<file path="src/logic/core_timer_pkg.sv">
// Constants, field layouts and carrier types of the core timer block.
// Assumes a single CPU clock domain and a plain strobe register port.
package core_timer_pkg;

    // ------------------------------------------------------------
    // Widths
    // ------------------------------------------------------------
    localparam int TIMER_W = 16;
    localparam int ADDR_W = 8;
    localparam int DATA_W = 16;
    localparam int PRESCALE_W = 10;
    localparam int CTRL_W = 11;

    // ------------------------------------------------------------
    // Register map
    // ------------------------------------------------------------
    localparam logic [ADDR_W-1:0] CTRL_OFFSET = 8'h00;
    localparam logic [ADDR_W-1:0] TIMER_OFFSET = 8'h02;
    localparam logic [TIMER_W-1:0] TIMER_RESET = 16'h0000;
    localparam logic [TIMER_W-1:0] TIMER_MAX = 16'hFFFF;
    localparam logic [DATA_W-1:0] READ_IDLE = 16'h0000;

    // ------------------------------------------------------------
    // Mode and input select codes
    // ------------------------------------------------------------
    localparam logic [2:0] MODE_TIMER = 3'h0;
    localparam logic [2:0] MODE_COUNTER = 3'h1;
    localparam logic [2:0] MODE_GATED_LOW = 3'h2;
    localparam logic [2:0] MODE_GATED_HIGH = 3'h3;
    localparam logic [2:0] MODE_ENCODER = 3'h6;

    // Prescale factor 8 needs three always-set mask bits
    localparam logic [PRESCALE_W-1:0] PRESCALE_BASE_MASK = 10'h007;
    localparam logic [PRESCALE_W-1:0] PRESCALE_RESET = 10'h000;

    // ------------------------------------------------------------
    // Carrier types
    // ------------------------------------------------------------
    typedef struct packed {
        logic toggle_latch;
        logic out_en;
        logic ext_dir_en;
        logic dir_sel;
        logic run_bit;
        logic [2:0] mode_field;
        logic [2:0] input_select_field;
    } ctrl_t;

    localparam ctrl_t CTRL_RESET = 11'h000;

    typedef struct packed {
        logic [ADDR_W-1:0] addr;
        logic [DATA_W-1:0] wdata;
        logic wr;
        logic rd;
    } bus_req_t;

    typedef struct packed {
        logic count_level;
        logic count_rise;
        logic count_fall;
        logic dir_level;
        logic dir_rise;
        logic dir_fall;
    } pin_sample_t;

    typedef struct packed {
        ctrl_t ctrl;
        logic [TIMER_W-1:0] timer;
        logic [PRESCALE_W-1:0] prescale;
        logic [DATA_W-1:0] rdata;
        logic alt_out;
        logic count_down;
        logic count_pulse;
    } timer_state_t;

    // ------------------------------------------------------------
    // Helpers
    // ------------------------------------------------------------
    // Mask of low prescaler bits: factor 8 * 2**sel, minus one
    function automatic logic [PRESCALE_W-1:0] prescale_mask(input logic [2:0] sel);
        logic [PRESCALE_W-1:0] m;
        m = PRESCALE_BASE_MASK;
        for (int i = 0; i < 7; i++) begin
            if (i < int'(sel)) begin
                m = {m[PRESCALE_W-2:0], 1'b1};
            end
        end
        return m;
    endfunction : prescale_mask

    // Select code bit 0 takes the first event, bit 1 the second, 1xx none
    function automatic logic edge_hit(input logic [2:0] sel, input logic ev_a,
                                      input logic ev_b);
        return !sel[2] && ((sel[0] && ev_a) || (sel[1] && ev_b));
    endfunction : edge_hit

endpackage : core_timer_pkg

</file>
<file path="src/logic/input_edge_sampler.sv">
// Two-flop synchroniser with edge detection for asynchronous pins.
// Assumes the pins are held stable for several clock cycles per level.
`timescale 1ns/1ns
module input_edge_sampler #(
    parameter int WIDTH = 2
) (
    input wire logic clock_in,
    input wire logic rst_in,
    input wire logic [WIDTH-1:0] raw_in,
    output logic [WIDTH-1:0] level_out,
    output logic [WIDTH-1:0] rise_out,
    output logic [WIDTH-1:0] fall_out
);
    typedef struct packed {
        logic [WIDTH-1:0] meta;
        logic [WIDTH-1:0] stable;
        logic [WIDTH-1:0] prev;
    } sampler_state_t;

    sampler_state_t state_reg;
    sampler_state_t state_next;

    // The first stage feeds only the second stage
    always_comb begin
        state_next = state_reg;
        state_next.meta = raw_in;
        state_next.stable = state_reg.meta;
        state_next.prev = state_reg.stable;
    end

    always_ff @(posedge clock_in) begin
        if (rst_in) begin
            state_reg <= '0;
        end else begin
            state_reg <= state_next;
        end
    end

    assign level_out = state_reg.stable;
    assign rise_out = state_reg.stable & ~state_reg.prev;
    assign fall_out = ~state_reg.stable & state_reg.prev;

endmodule : input_edge_sampler

</file>
<file path="src/logic/core_timer.sv">
// Core 16-bit timer: timer, gated timer, counter and encoder modes.
// Assumes the CPU clock on clock_in and pins that come in asynchronously.
//
// Our own choices: the strobed register port and the register addresses.
`timescale 1ns/1ns
module core_timer (
    input wire logic clock_in,
    input wire logic rst_in,
    input wire logic [core_timer_pkg::ADDR_W-1:0] addr_in,
    input wire logic [core_timer_pkg::DATA_W-1:0] wdata_in,
    input wire logic wr_in,
    input wire logic rd_in,
    input wire logic count_gate_in,
    input wire logic direction_in,
    output logic [core_timer_pkg::DATA_W-1:0] rdata_out,
    output logic [core_timer_pkg::TIMER_W-1:0] timer_value_out,
    output logic toggle_latch_out,
    output logic alt_out_out,
    output logic count_down_out,
    output logic count_pulse_out
);
    import core_timer_pkg::*;

    // Every output is a field of state_reg, so no port is reached
    // through combinational logic; software sees a count one cycle
    // after the event that caused it.

    // ------------------------------------------------------------
    // Pin sampling
    // ------------------------------------------------------------
    // Both pins are asynchronous. Three cycles pass from a pin change
    // to the count it causes, well inside the eight-cycle hold rule.
    // Bit 0 carries the count or gate pin, bit 1 the direction pin.
    logic [1:0] pin_level;
    logic [1:0] pin_rise;
    logic [1:0] pin_fall;
    pin_sample_t pins;

    input_edge_sampler #(
        .WIDTH(2)
    ) u_sampler (
        .clock_in(clock_in),
        .rst_in(rst_in),
        .raw_in({direction_in, count_gate_in}),
        .level_out(pin_level),
        .rise_out(pin_rise),
        .fall_out(pin_fall)
    );

    always_comb begin
        pins.count_level = pin_level[0];
        pins.count_rise = pin_rise[0];
        pins.count_fall = pin_fall[0];
        pins.dir_level = pin_level[1];
        pins.dir_rise = pin_rise[1];
        pins.dir_fall = pin_fall[1];
    end

    // ------------------------------------------------------------
    // Bus request
    // ------------------------------------------------------------
    bus_req_t req;

    always_comb begin
        req.addr = addr_in;
        req.wdata = wdata_in;
        req.wr = wr_in;
        req.rd = rd_in;
    end

    // ------------------------------------------------------------
    // State
    // ------------------------------------------------------------
    timer_state_t state_reg;
    timer_state_t state_next;

    // Per-cycle decisions, all taken from the registered control fields
    // so that a control write acts from the following cycle on.
    logic tick;
    logic gate_active;
    logic count_event;
    logic down;
    logic wrap;
    logic ctrl_write;
    logic timer_write;
    ctrl_t ctrl;
    ctrl_t ctrl_wr;

    always_comb begin
        ctrl = state_reg.ctrl;
        ctrl_wr = ctrl_t'(req.wdata[CTRL_W-1:0]);
        ctrl_write = req.wr && (req.addr == CTRL_OFFSET);
        timer_write = req.wr && (req.addr == TIMER_OFFSET);

        tick = (state_reg.prescale & prescale_mask(ctrl.input_select_field))
               == prescale_mask(ctrl.input_select_field);

        // gate level per mode bit
        // The synchronised level is used, so a gate pulse shorter than one
        // cycle may be missed; the source hold rule excludes it.
        gate_active = (pins.count_level == ctrl.mode_field[0]);

        if (ctrl.ext_dir_en) begin
            down = pins.dir_level ^ ctrl.dir_sel;
        end else begin
            down = ctrl.dir_sel;
        end

        count_event = 1'b0;
        case (ctrl.mode_field)
            MODE_TIMER: begin
                count_event = ctrl.run_bit && tick;
            end
            MODE_GATED_LOW, MODE_GATED_HIGH: begin
                count_event = ctrl.run_bit && tick && gate_active;
            end
            MODE_COUNTER: begin
                count_event = ctrl.run_bit && edge_hit(ctrl.input_select_field,
                              pins.count_rise, pins.count_fall);
            end
            MODE_ENCODER: begin
                count_event = ctrl.run_bit && edge_hit(ctrl.input_select_field,
                              pins.count_rise || pins.count_fall,
                              pins.dir_rise || pins.dir_fall);
                // count-input edge direction
                // Edges on both phases at once are outside the legal
                // gray walk; the count-input edge then sets direction.
                if (pins.count_rise) begin
                    down = pins.dir_level;
                end else if (pins.count_fall) begin
                    down = !pins.dir_level;
                end else if (pins.dir_rise) begin
                    down = !pins.count_level;
                end else begin
                    down = pins.count_level;
                end
            end
            // Reserved modes hold the timer
            default: begin
                count_event = 1'b0;
            end
        endcase

        wrap = count_event && (down ? (state_reg.timer == TIMER_RESET)
                                    : (state_reg.timer == TIMER_MAX));
    end

    // ------------------------------------------------------------
    // Next state
    // ------------------------------------------------------------
    always_comb begin
        state_next = state_reg;

        // Free-running prescaler; its low bits set the tick phase.
        // It is not cleared on start or on a select change, so the
        // first tick after start may come up to one period early:
        // cheaper than a restart path, and invisible at steady rate.
        state_next.prescale = state_reg.prescale + 1'b1;

        state_next.count_pulse = count_event;
        if (count_event) begin
            state_next.count_down = down;
        end

        if (count_event) begin
            if (down) begin
                state_next.timer = state_reg.timer - 1'b1;
            end else begin
                state_next.timer = state_reg.timer + 1'b1;
            end
        end

        if (timer_write) begin
            state_next.timer = req.wdata[TIMER_W-1:0];
        end

        // wrap toggles latch
        // A wrap still toggles when a timer write lands in the same
        // cycle, since the count that wrapped did happen.
        if (wrap) begin
            state_next.ctrl.toggle_latch = !ctrl.toggle_latch;
        end

        // A control write replaces all fields, latch included
        if (ctrl_write) begin
            state_next.ctrl = ctrl_wr;
        end

        // gate edges feed no interrupt; the block has no request line
        state_next.alt_out = state_next.ctrl.out_en && state_next.ctrl.toggle_latch;

        // Read data stand for one cycle only
        state_next.rdata = READ_IDLE;
        if (req.rd) begin
            case (req.addr)
                CTRL_OFFSET: begin
                    state_next.rdata = DATA_W'(ctrl);
                end
                TIMER_OFFSET: begin
                    state_next.rdata = state_reg.timer;
                end
                default: begin
                    state_next.rdata = READ_IDLE;
                end
            endcase
        end
    end

    // ------------------------------------------------------------
    // State register
    // ------------------------------------------------------------
    // Reset leaves timer mode selected but stopped, so the false edge
    // the sampler may show just after reset counts only if the first two edges after reset load a run in counter or encoder mode.
    always_ff @(posedge clock_in) begin
        if (rst_in) begin
            state_reg.ctrl <= CTRL_RESET;
            state_reg.timer <= TIMER_RESET;
            state_reg.prescale <= PRESCALE_RESET;
            state_reg.rdata <= READ_IDLE;
            state_reg.alt_out <= 1'b0;
            state_reg.count_down <= 1'b0;
            state_reg.count_pulse <= 1'b0;
        end else begin
            state_reg <= state_next;
        end
    end

    // ------------------------------------------------------------
    // Outputs
    // ------------------------------------------------------------
    // Register port: idle zero except in the cycle after a read
    assign rdata_out = state_reg.rdata;

    // Timer and toggle latch, as last registered
    assign timer_value_out = state_reg.timer;
    assign toggle_latch_out = state_reg.ctrl.toggle_latch;

    // Alternate output is the latch qualified by its enable
    assign alt_out_out = state_reg.alt_out;

    // Direction holds from the last counted event; pulse is one cycle
    assign count_down_out = state_reg.count_down;
    assign count_pulse_out = state_reg.count_pulse;

endmodule : core_timer

</file>
<file path="config.mk">
export PLATFORM = sky130hd
export DESIGN_NAME = core_timer
export DESIGN_NICKNAME = d
export VERILOG_FILES = /design/src/logic/core_timer_pkg.sv /design/src/logic/input_edge_sampler.sv /design/src/logic/core_timer.sv
export SDC_FILE = /design/constraint.sdc
export NUM_CORES = 1
export LEC_CHECK = 0
export ABC_AREA = 1
export BUFFER_PORTS_ARGS = -buffer_cell sky130_fd_sc_hd__clkbuf_2
export CAP_MARGIN = 20
export CORE_MARGIN = 2
export CORE_UTILIZATION = 32
export CTS_CLUSTER_SIZE = 24
export DETAILED_ROUTE_END_ITERATION = 8
export GPL_TIMING_DRIVEN = 0
export SYNTH_ARGS = -nofsm -noshare
export SYNTH_HDL_FRONTEND = slang
export SYNTH_HIERARCHICAL = 1
export SYNTH_SLANG_ARGS = --single-unit
</file>
<file path="constraint.sdc">
create_clock -name clock_in -period 5.35 [get_ports clock_in]
set_clock_uncertainty 0.15 [all_clocks]
set_input_delay 1.07 -clock clock_in [delete_from_list [all_inputs] [get_ports clock_in]]
set_output_delay 1.07 -clock clock_in [all_outputs]
set_load 0.05 [all_outputs]
</file>
==> reports/metrics.cfg, run 1 <==
[outcome]
status=finished clean

[worst_setup_path]
cp_top_family=simple AND/OR/NAND/NOR gates
rrSetupSlack_ns=2.11
crit-reg2reg-launch=u_sampler/state_reg[0]$_SDFF_PP0_
crit_path_start_kind=flop
path_buf_inv=4
max_stage_delay_ns=0.49
rr_endpoint=timer_value_out[15]$_SDFFE_PP0P_
crit_slowest_cell=inv_1
path_cells=inv_1, nor2_1, inv_1, nand3_1, nand2_1, nand2_1, nand2_1, inv_1, ha_1, a21oi_1, inv_1, a21oi_1, nand2_1, a21oi_1, nand2_1, nand2_1, nor2_1, nor2_1, nor2_1
crit_fanout=16
crit_top_cell=nand2_1
worstSetupPathType=flop to flop
end_kind=flop
cp_data_arrival_time_ns=3.28
critPathRequiredTime_ns=5.40
reg2regPathDepth=19

[routing]
antenna_left=0
vias_per_cell=4.64
num_vias=3677
drt-pass1-iter-count=4
remaining_drc_errors=0
wl_mm=9.93
drtIter0Drc=161
drt-wirelength-per-cell_microns=12.5

[pwr]
p_leak_nw=2.18
vdd_drop_max_mv=0.133
power_w=0.00106
powerDensity_nw_per_um2=226

[synthesis]
ys_seq_area_share_pct=31.8
synthCells=566
synth_flop_cell=dfxtp_1
synth_area_sq_um=3900
yosys_warnings=6
syn-num-nets=612
avgSynthCellArea_sq_um=6.89
async_flop_share_pct=0
synth_edf_count=0
ys_types=41
yosys_register_bits=62

[clock_network]
path_clk_slew_ns=0.05
numCtsBuffers=9
clock_path_buffers=2
clk-insertion-delay-late_ns=0.33
cts_tree=yes
ctsResizeCount=0
post-cts-setup-buffer-count=0
cts_sinks=62
h-tree-depth=3
ctsRootBufferMaster=clkbuf_16
hold_buffers=0

[cells_and_area]
fill_cells=1261
diodes=0
final_net_count=688
final_core_util_pct=39.3
drive_gt1_share_pct=24.1
syn_to_final_growth_pct=20.4
seq_area_sq_um=1240
multi_input_area_sq_um=2120

[global_routing]
grt-ovfl-total=0
grt_pass1_wl_mm=16.6
grt_pass1_vias=3572
grt_max_degree=17
grt_usage_pct=16.1
antenna_found_initial=0

[floorplan]
io_pins=66
row_count=40
start_util_pct=32.6
die_y_microns=114
die-area_sq_um=13100
core-area_sq_um=12000
die_w_microns=114

[timing]
fin_tns_setup_ns=0
fin_crit_ns=3.24
post-route-period-util_pct=60.5
setup_viol=0
whs_ns=0.256
rsz0062_at_grt=no
slew_violations=0
fmax_mhz=309
worstMarginPinSlew_ns=0.634
hold_viol=0
slew_headroom_pct=57.7

[placed_design]
gp_congestion=0.904
dp_hpwl_mm=8.12
portBuffers=65

[min_path]
worstHoldEndpoint=u_sampler/level_out[1]$_SDFF_PP0_
hold_class=flop to flop
whs_path_depth=2
hp-start=u_sampler/state_next[3]$_SDFF_PP0_

[flow_run]
drv_cap=0

==> logic make-up (layout without fill, tap and decap cells) <==
kind of cell	after synthesis	count (layout)	share of synthesized area (%)
XOR/XNOR	7	7	1.57
adder cells (fa/ha/maj)	16	16	5.33
AO/OA/AOI/OAI	95	95	14.0
buffers and inverters	101	181	13.9
flip-flops	62	62	31.8
AND/OR/NAND/NOR	285	285	33.4
==> power by group <==
group | internal [W] | switching [W] | leakage [nW]
logic | 0.0000149 | 0.0000245 | 1.54
registers | 0.000467 | 0.00000238 | 0.501
clock network | 0.000361 | 0.000190 | 0.142
total | 0.000843 | 0.000217 | 2.18
==> cell usage after synthesis, types with 2 or more instances <==
| cell | number | area share, % |
|---|---|---|
| ha_1 | 15 | 4.8 |
| o21a_1 | 3 | 0.58 |
| nor3_1 | 4 | 0.51 |
| o21ai_2 | 2 | 0.45 |
| dfxtp_1 | 62 | 32 |
| xnor2_1 | 2 | 0.45 |
| nand4_1 | 7 | 1.1 |
| buf_4 | 35 | 6.7 |
| nand2_4 | 12 | 3.5 |
| o21ai_1 | 2 | 0.26 |
| nor2_1 | 65 | 6.3 |
| nor2_2 | 2 | 0.32 |
| inv_1 | 50 | 4.8 |
| nand3_1 | 29 | 3.7 |
| a21oi_2 | 10 | 2.2 |
| nand2_2 | 3 | 0.48 |
| or2_0 | 3 | 0.48 |
| clkbuf_1 | 9 | 0.87 |
| xor2_1 | 5 | 1.1 |
| a21oi_1 | 48 | 6.2 |
| o21ai_0 | 22 | 2.8 |
| a21boi_0 | 5 | 0.96 |
| nand3_2 | 2 | 0.51 |
| nand2_1 | 150 | 14 |
| inv_2 | 3 | 0.29 |
==> routing by layer <==
metal | vias up | wire (microns) | global-route usage, %
li1 | 1934 | - | -
met1 | 1658 | 4610 | 19.9
met2 | 68 | 4740 | 27.1
met3 | 17 | 369 | 2.44
met4 | 0 | 218 | 7.97
met5 | - | 0 | 0
==> layout by cell type, fill, tap and decap left out, types with 2 or more instances in the layout <==
master	netlist	layout
o21a_1	3	3
nor2_2	2	2
clkbuf_1	9	11
inv_2	3	3
clkbuf_8	0	4
ha_1	15	15
nand2_4	12	12
xnor2_1	2	2
nor3_1	4	4
o21ai_2	2	2
nor2_1	65	65
o21ai_1	2	2
nand4_1	7	7
dfxtp_1	62	62
clkbuf_2	0	65
nand3_1	29	29
inv_1	50	50
clkbuf_16	0	9
xor2_1	5	5
a21boi_0	5	5
a21oi_1	48	48
nand2_2	3	3
or2_0	3	3
a21oi_2	10	10
o21ai_0	22	22
nand3_2	2	2
buf_4	35	35
nand2_1	150	150
==> worst register-to-register path, delay by kind of cell (launching register included) <==
| kind | cells | cell delay, ns |
|---|---|---|
| fa+ha+maj | 1 | 0.39 |
| simple gates | 11 | 1.02 |
| flops | 1 | 0.32 |
| buf+inv | 4 | 0.66 |
| compound gates | 3 | 0.56 |
==> worst max path at each step <==
stage	startpoint	to	slack, ns	cells after the start
finish	u_sampler/state_reg[0]$_SDFF_PP0_	timer_value_out[15]$_SDFFE_PP0P_	2.11	19
global route	u_sampler/level_out[0]$_SDFF_PP0_	timer_value_out[15]$_SDFFE_PP0P_	1.72	17
global placement	u_sampler/state_reg[0]$_SDFF_PP0_	timer_value_out[15]$_SDFFE_PP0P_	2.17	19
CTS	u_sampler/state_reg[0]$_SDFF_PP0_	timer_value_out[15]$_SDFFE_PP0P_	2.13	19
floorplan	u_sampler/state_reg[0]$_SDFF_PP0_	timer_value_out[15]$_SDFFE_PP0P_	2.73	19
detailed placement	u_sampler/state_reg[0]$_SDFF_PP0_	timer_value_out[15]$_SDFFE_PP0P_	2.14	19
==> final cells by class <==
class                      instances  area share, %
inverter                          55           4.53
timing repair buffer              65           6.93
tap                              147           3.92
sequential                        62           26.4
multi-input combinational        403           45.1
buffer                            46           6.98
clock buffer                      15           6.13
==> through the flow <==
step | instance area, sq um | cells | setup WS (ns)
floorplan | 3900 | 566 | 2.73
global placement | 4410 | 778 | 2.17
detailed placement | 4410 | 778 | 2.14
CTS | 4700 | 793 | 2.13
global route | 4700 | 793 | 1.72
finish | 4700 | 793 | 2.11
(Power assumes the default switching activity.)
==> run 2: changes to the inputs <==
- clock period: 5.35 -> 2.7 ns (I/O delays scaled with it)
==> run 2 against run 1 <==
Power is 99% higher. Hold slack worse by 0.0076 ns. Sequential power rose by 98%. Sequential cell count unchanged. Clock power is 100% higher. Critical path depth decreased by 1. Sequential share of layout area is 2.3 points lower. Global-route usage is 0.70 points higher. Via count is 2.5% higher. Critical path type unchanged. Critical endpoint unchanged. Largest power group unchanged.
==> reports/metrics.cfg, run 2 (same netlist as run 1, synthesis figures left out) <==
[outcome]
status=finished clean

[timing]
rsz0062_at_grt=yes
hold_viol=0  ; unchanged
slew_violations=0  ; unchanged
fin_crit_ns=2.65  ; -0.582 ns
setup_viol=0  ; unchanged
fin_tns_setup_ns=0  ; unchanged
post-route-period-util_pct=98.3  ; +38 points
whs_ns=0.249  ; -0.00756 ns
slew_headroom_pct=55.9  ; -1.9 points
fmax_mhz=377  ; +22%
worstMarginPinSlew_ns=0.662  ; +0.0282 ns

[routing]
remaining_drc_errors=0  ; unchanged
num_vias=3768  ; +2.5%
drt-wirelength-per-cell_microns=13.2  ; +5.6%
antenna_left=0  ; unchanged
wl_mm=10.6  ; +6.5%
drt-pass1-iter-count=5  ; +1
vias_per_cell=4.71  ; +1.6%
drtIter0Drc=152  ; -5.6%

[clock_network]
path_clk_slew_ns=0.05  ; about the same
h-tree-depth=3  ; unchanged
clk-insertion-delay-late_ns=0.33  ; about the same
cts_sinks=62  ; unchanged
cts_tree=yes
numCtsBuffers=9  ; unchanged
clock_path_buffers=2  ; unchanged
ctsRootBufferMaster=clkbuf_16

[global_routing]
grt_pass1_wl_mm=17.3  ; +4.6%
grt-ovfl-total=0  ; unchanged
antenna_found_initial=0  ; unchanged
grt_pass1_vias=3669  ; +2.7%
grt_max_degree=11  ; -6
grt_usage_pct=16.8  ; +0.70 points

[cells_and_area]
diodes=0  ; unchanged
drive_gt1_share_pct=34.9  ; +11 points
syn_to_final_growth_pct=32.7
final_common_cell=nand2_1
mostFrequentLayoutCells=nand2_1, clkbuf_2, nor2_1, dfxtp_1, inv_1
fin_area_sq_um=5170  ; +10%
final_net_count=695  ; +1.0%

[worst_setup_path]
crit_slowest_cell=dfxtp_1
end_kind=flop
crit_path_start_kind=flop
crit_fanout=4  ; -12
worstSetupPathType=flop to flop
cp_data_arrival_time_ns=2.70  ; -0.58 ns
critPathRequiredTime_ns=2.75  ; -2.65 ns
startpoint=ctrl[3]$_SDFFE_PP0P_
crit-reg2reg-launch=ctrl[3]$_SDFFE_PP0P_
max_stage_delay_ns=0.34  ; -0.15 ns
path_cells=inv_2, nand3_2, a21oi_2, nand2_2, nand2_2, clkinvlp_4, buf_4, ha_4, a21oi_4, inv_1, a21oi_2, nand2_4, a21oi_2, nand2_1, nand2_1, nor2_1, nor2_1, nor2_1

[pwr]
vdd_drop_max_mv=0.264  ; +99%
powerDensity_nw_per_um2=408  ; +81%
p_leak_nw=2.22  ; +1.6%

[floorplan]
io_pins=66  ; unchanged
die_y_microns=114  ; unchanged
die_w_microns=114  ; unchanged
core-area_sq_um=12000  ; unchanged
row_count=40  ; unchanged
die-area_sq_um=13100  ; unchanged
start_util_pct=32.6  ; unchanged

[flow_run]
drv_cap=0  ; unchanged

[min_path]
hold_class=primary input to flop
hp-start=direction_in

[placed_design]
gp_congestion=0.904  ; unchanged
portBuffers=65  ; unchanged
placed_area_sq_um=4410  ; unchanged
dp_hpwl_mm=8.12  ; unchanged

run 2: through the flow:
step	worst slack, ns	util (%)	total power [W]	std cells
3_5_place_dp	-0.511	36.9	0.00103	778
5_1_grt	-0.149	43.2	0.00217	800
2_1_floorplan	0.0833	-	0.000985	566
4_1_cts	0.000385	42.0	0.00212	800
3_3_place_gp	-0.476	36.9	0.00103	778
6_report	0.0470	43.2	0.00211	800
run 2: cell type report:
| class | count | area (sq um) |
|---|---|---|
| Fill cell | 1201 | 6790 |
| Multi-Input combinational cell | 403 | 2500 |
| Sequential cell | 62 | 1250 |
| Timing Repair Buffer | 72 | 403 |
| Buffer | 46 | 335 |
| Clock buffer | 15 | 288 |
| Inverter | 55 | 216 |
| Tap cell | 147 | 184 |
run 2: worst paths after layout:
| path | to | slack [ns] | cells after the start |
|---|---|---|---|
| worst min register to register | u_sampler/level_out[0]$_SDFF_PP0_ | 0.25 | 2 |
| worst max-delay path | timer_value_out[15]$_SDFFE_PP0P_ | 0.05 | 18 |
| worst max register to register | timer_value_out[15]$_SDFFE_PP0P_ | 0.05 | 18 |
| worst min-delay path | u_sampler/state_next[3]$_SDFF_PP0_ | 0.25 | 3 |
run 2: per-layer routing:
| metal | wire (microns) | track usage [%] | vias up | part of all wire [%] |
|---|---|---|---|---|
| li1 | - | - | 1945 | - |
| met1 | 4740 | 20.4 | 1723 | 45 |
| met2 | 5170 | 29.1 | 83 | 49 |
| met3 | 436 | 2.54 | 17 | 4.1 |
| met4 | 231 | 7.56 | 0 | 2.2 |
| met5 | 0 | 0 | - | 0 |
run 2: repair_timing:
action | CTS | global route
buffers inserted | 7 | 0
pin swaps | 10 | 21
gates resized for setup | 49 | 39
hold buffers | 0 | 0
endpoints found under the setup margin | 13 | 14
run 2: critical path, delay by kind of cell, from the launching register on:
| family | cells | cell delay, ns |
|---|---|---|
| AOI/OAI and AO/OA | 4 | 0.61 |
| adders and majority gates | 1 | 0.24 |
| buffers and inverters | 4 | 0.51 |
| DFF | 1 | 0.34 |
| and+or+nand+nor | 9 | 0.68 |
run 2: where the power goes:
| group | switching (W) | internal, W |
|---|---|---|
| clock | 0.000380 | 0.000715 |
| combinational | 0.0000508 | 0.0000324 |
| sequential | 0.00000587 | 0.000924 |
| total | 0.000437 | 0.00167 |
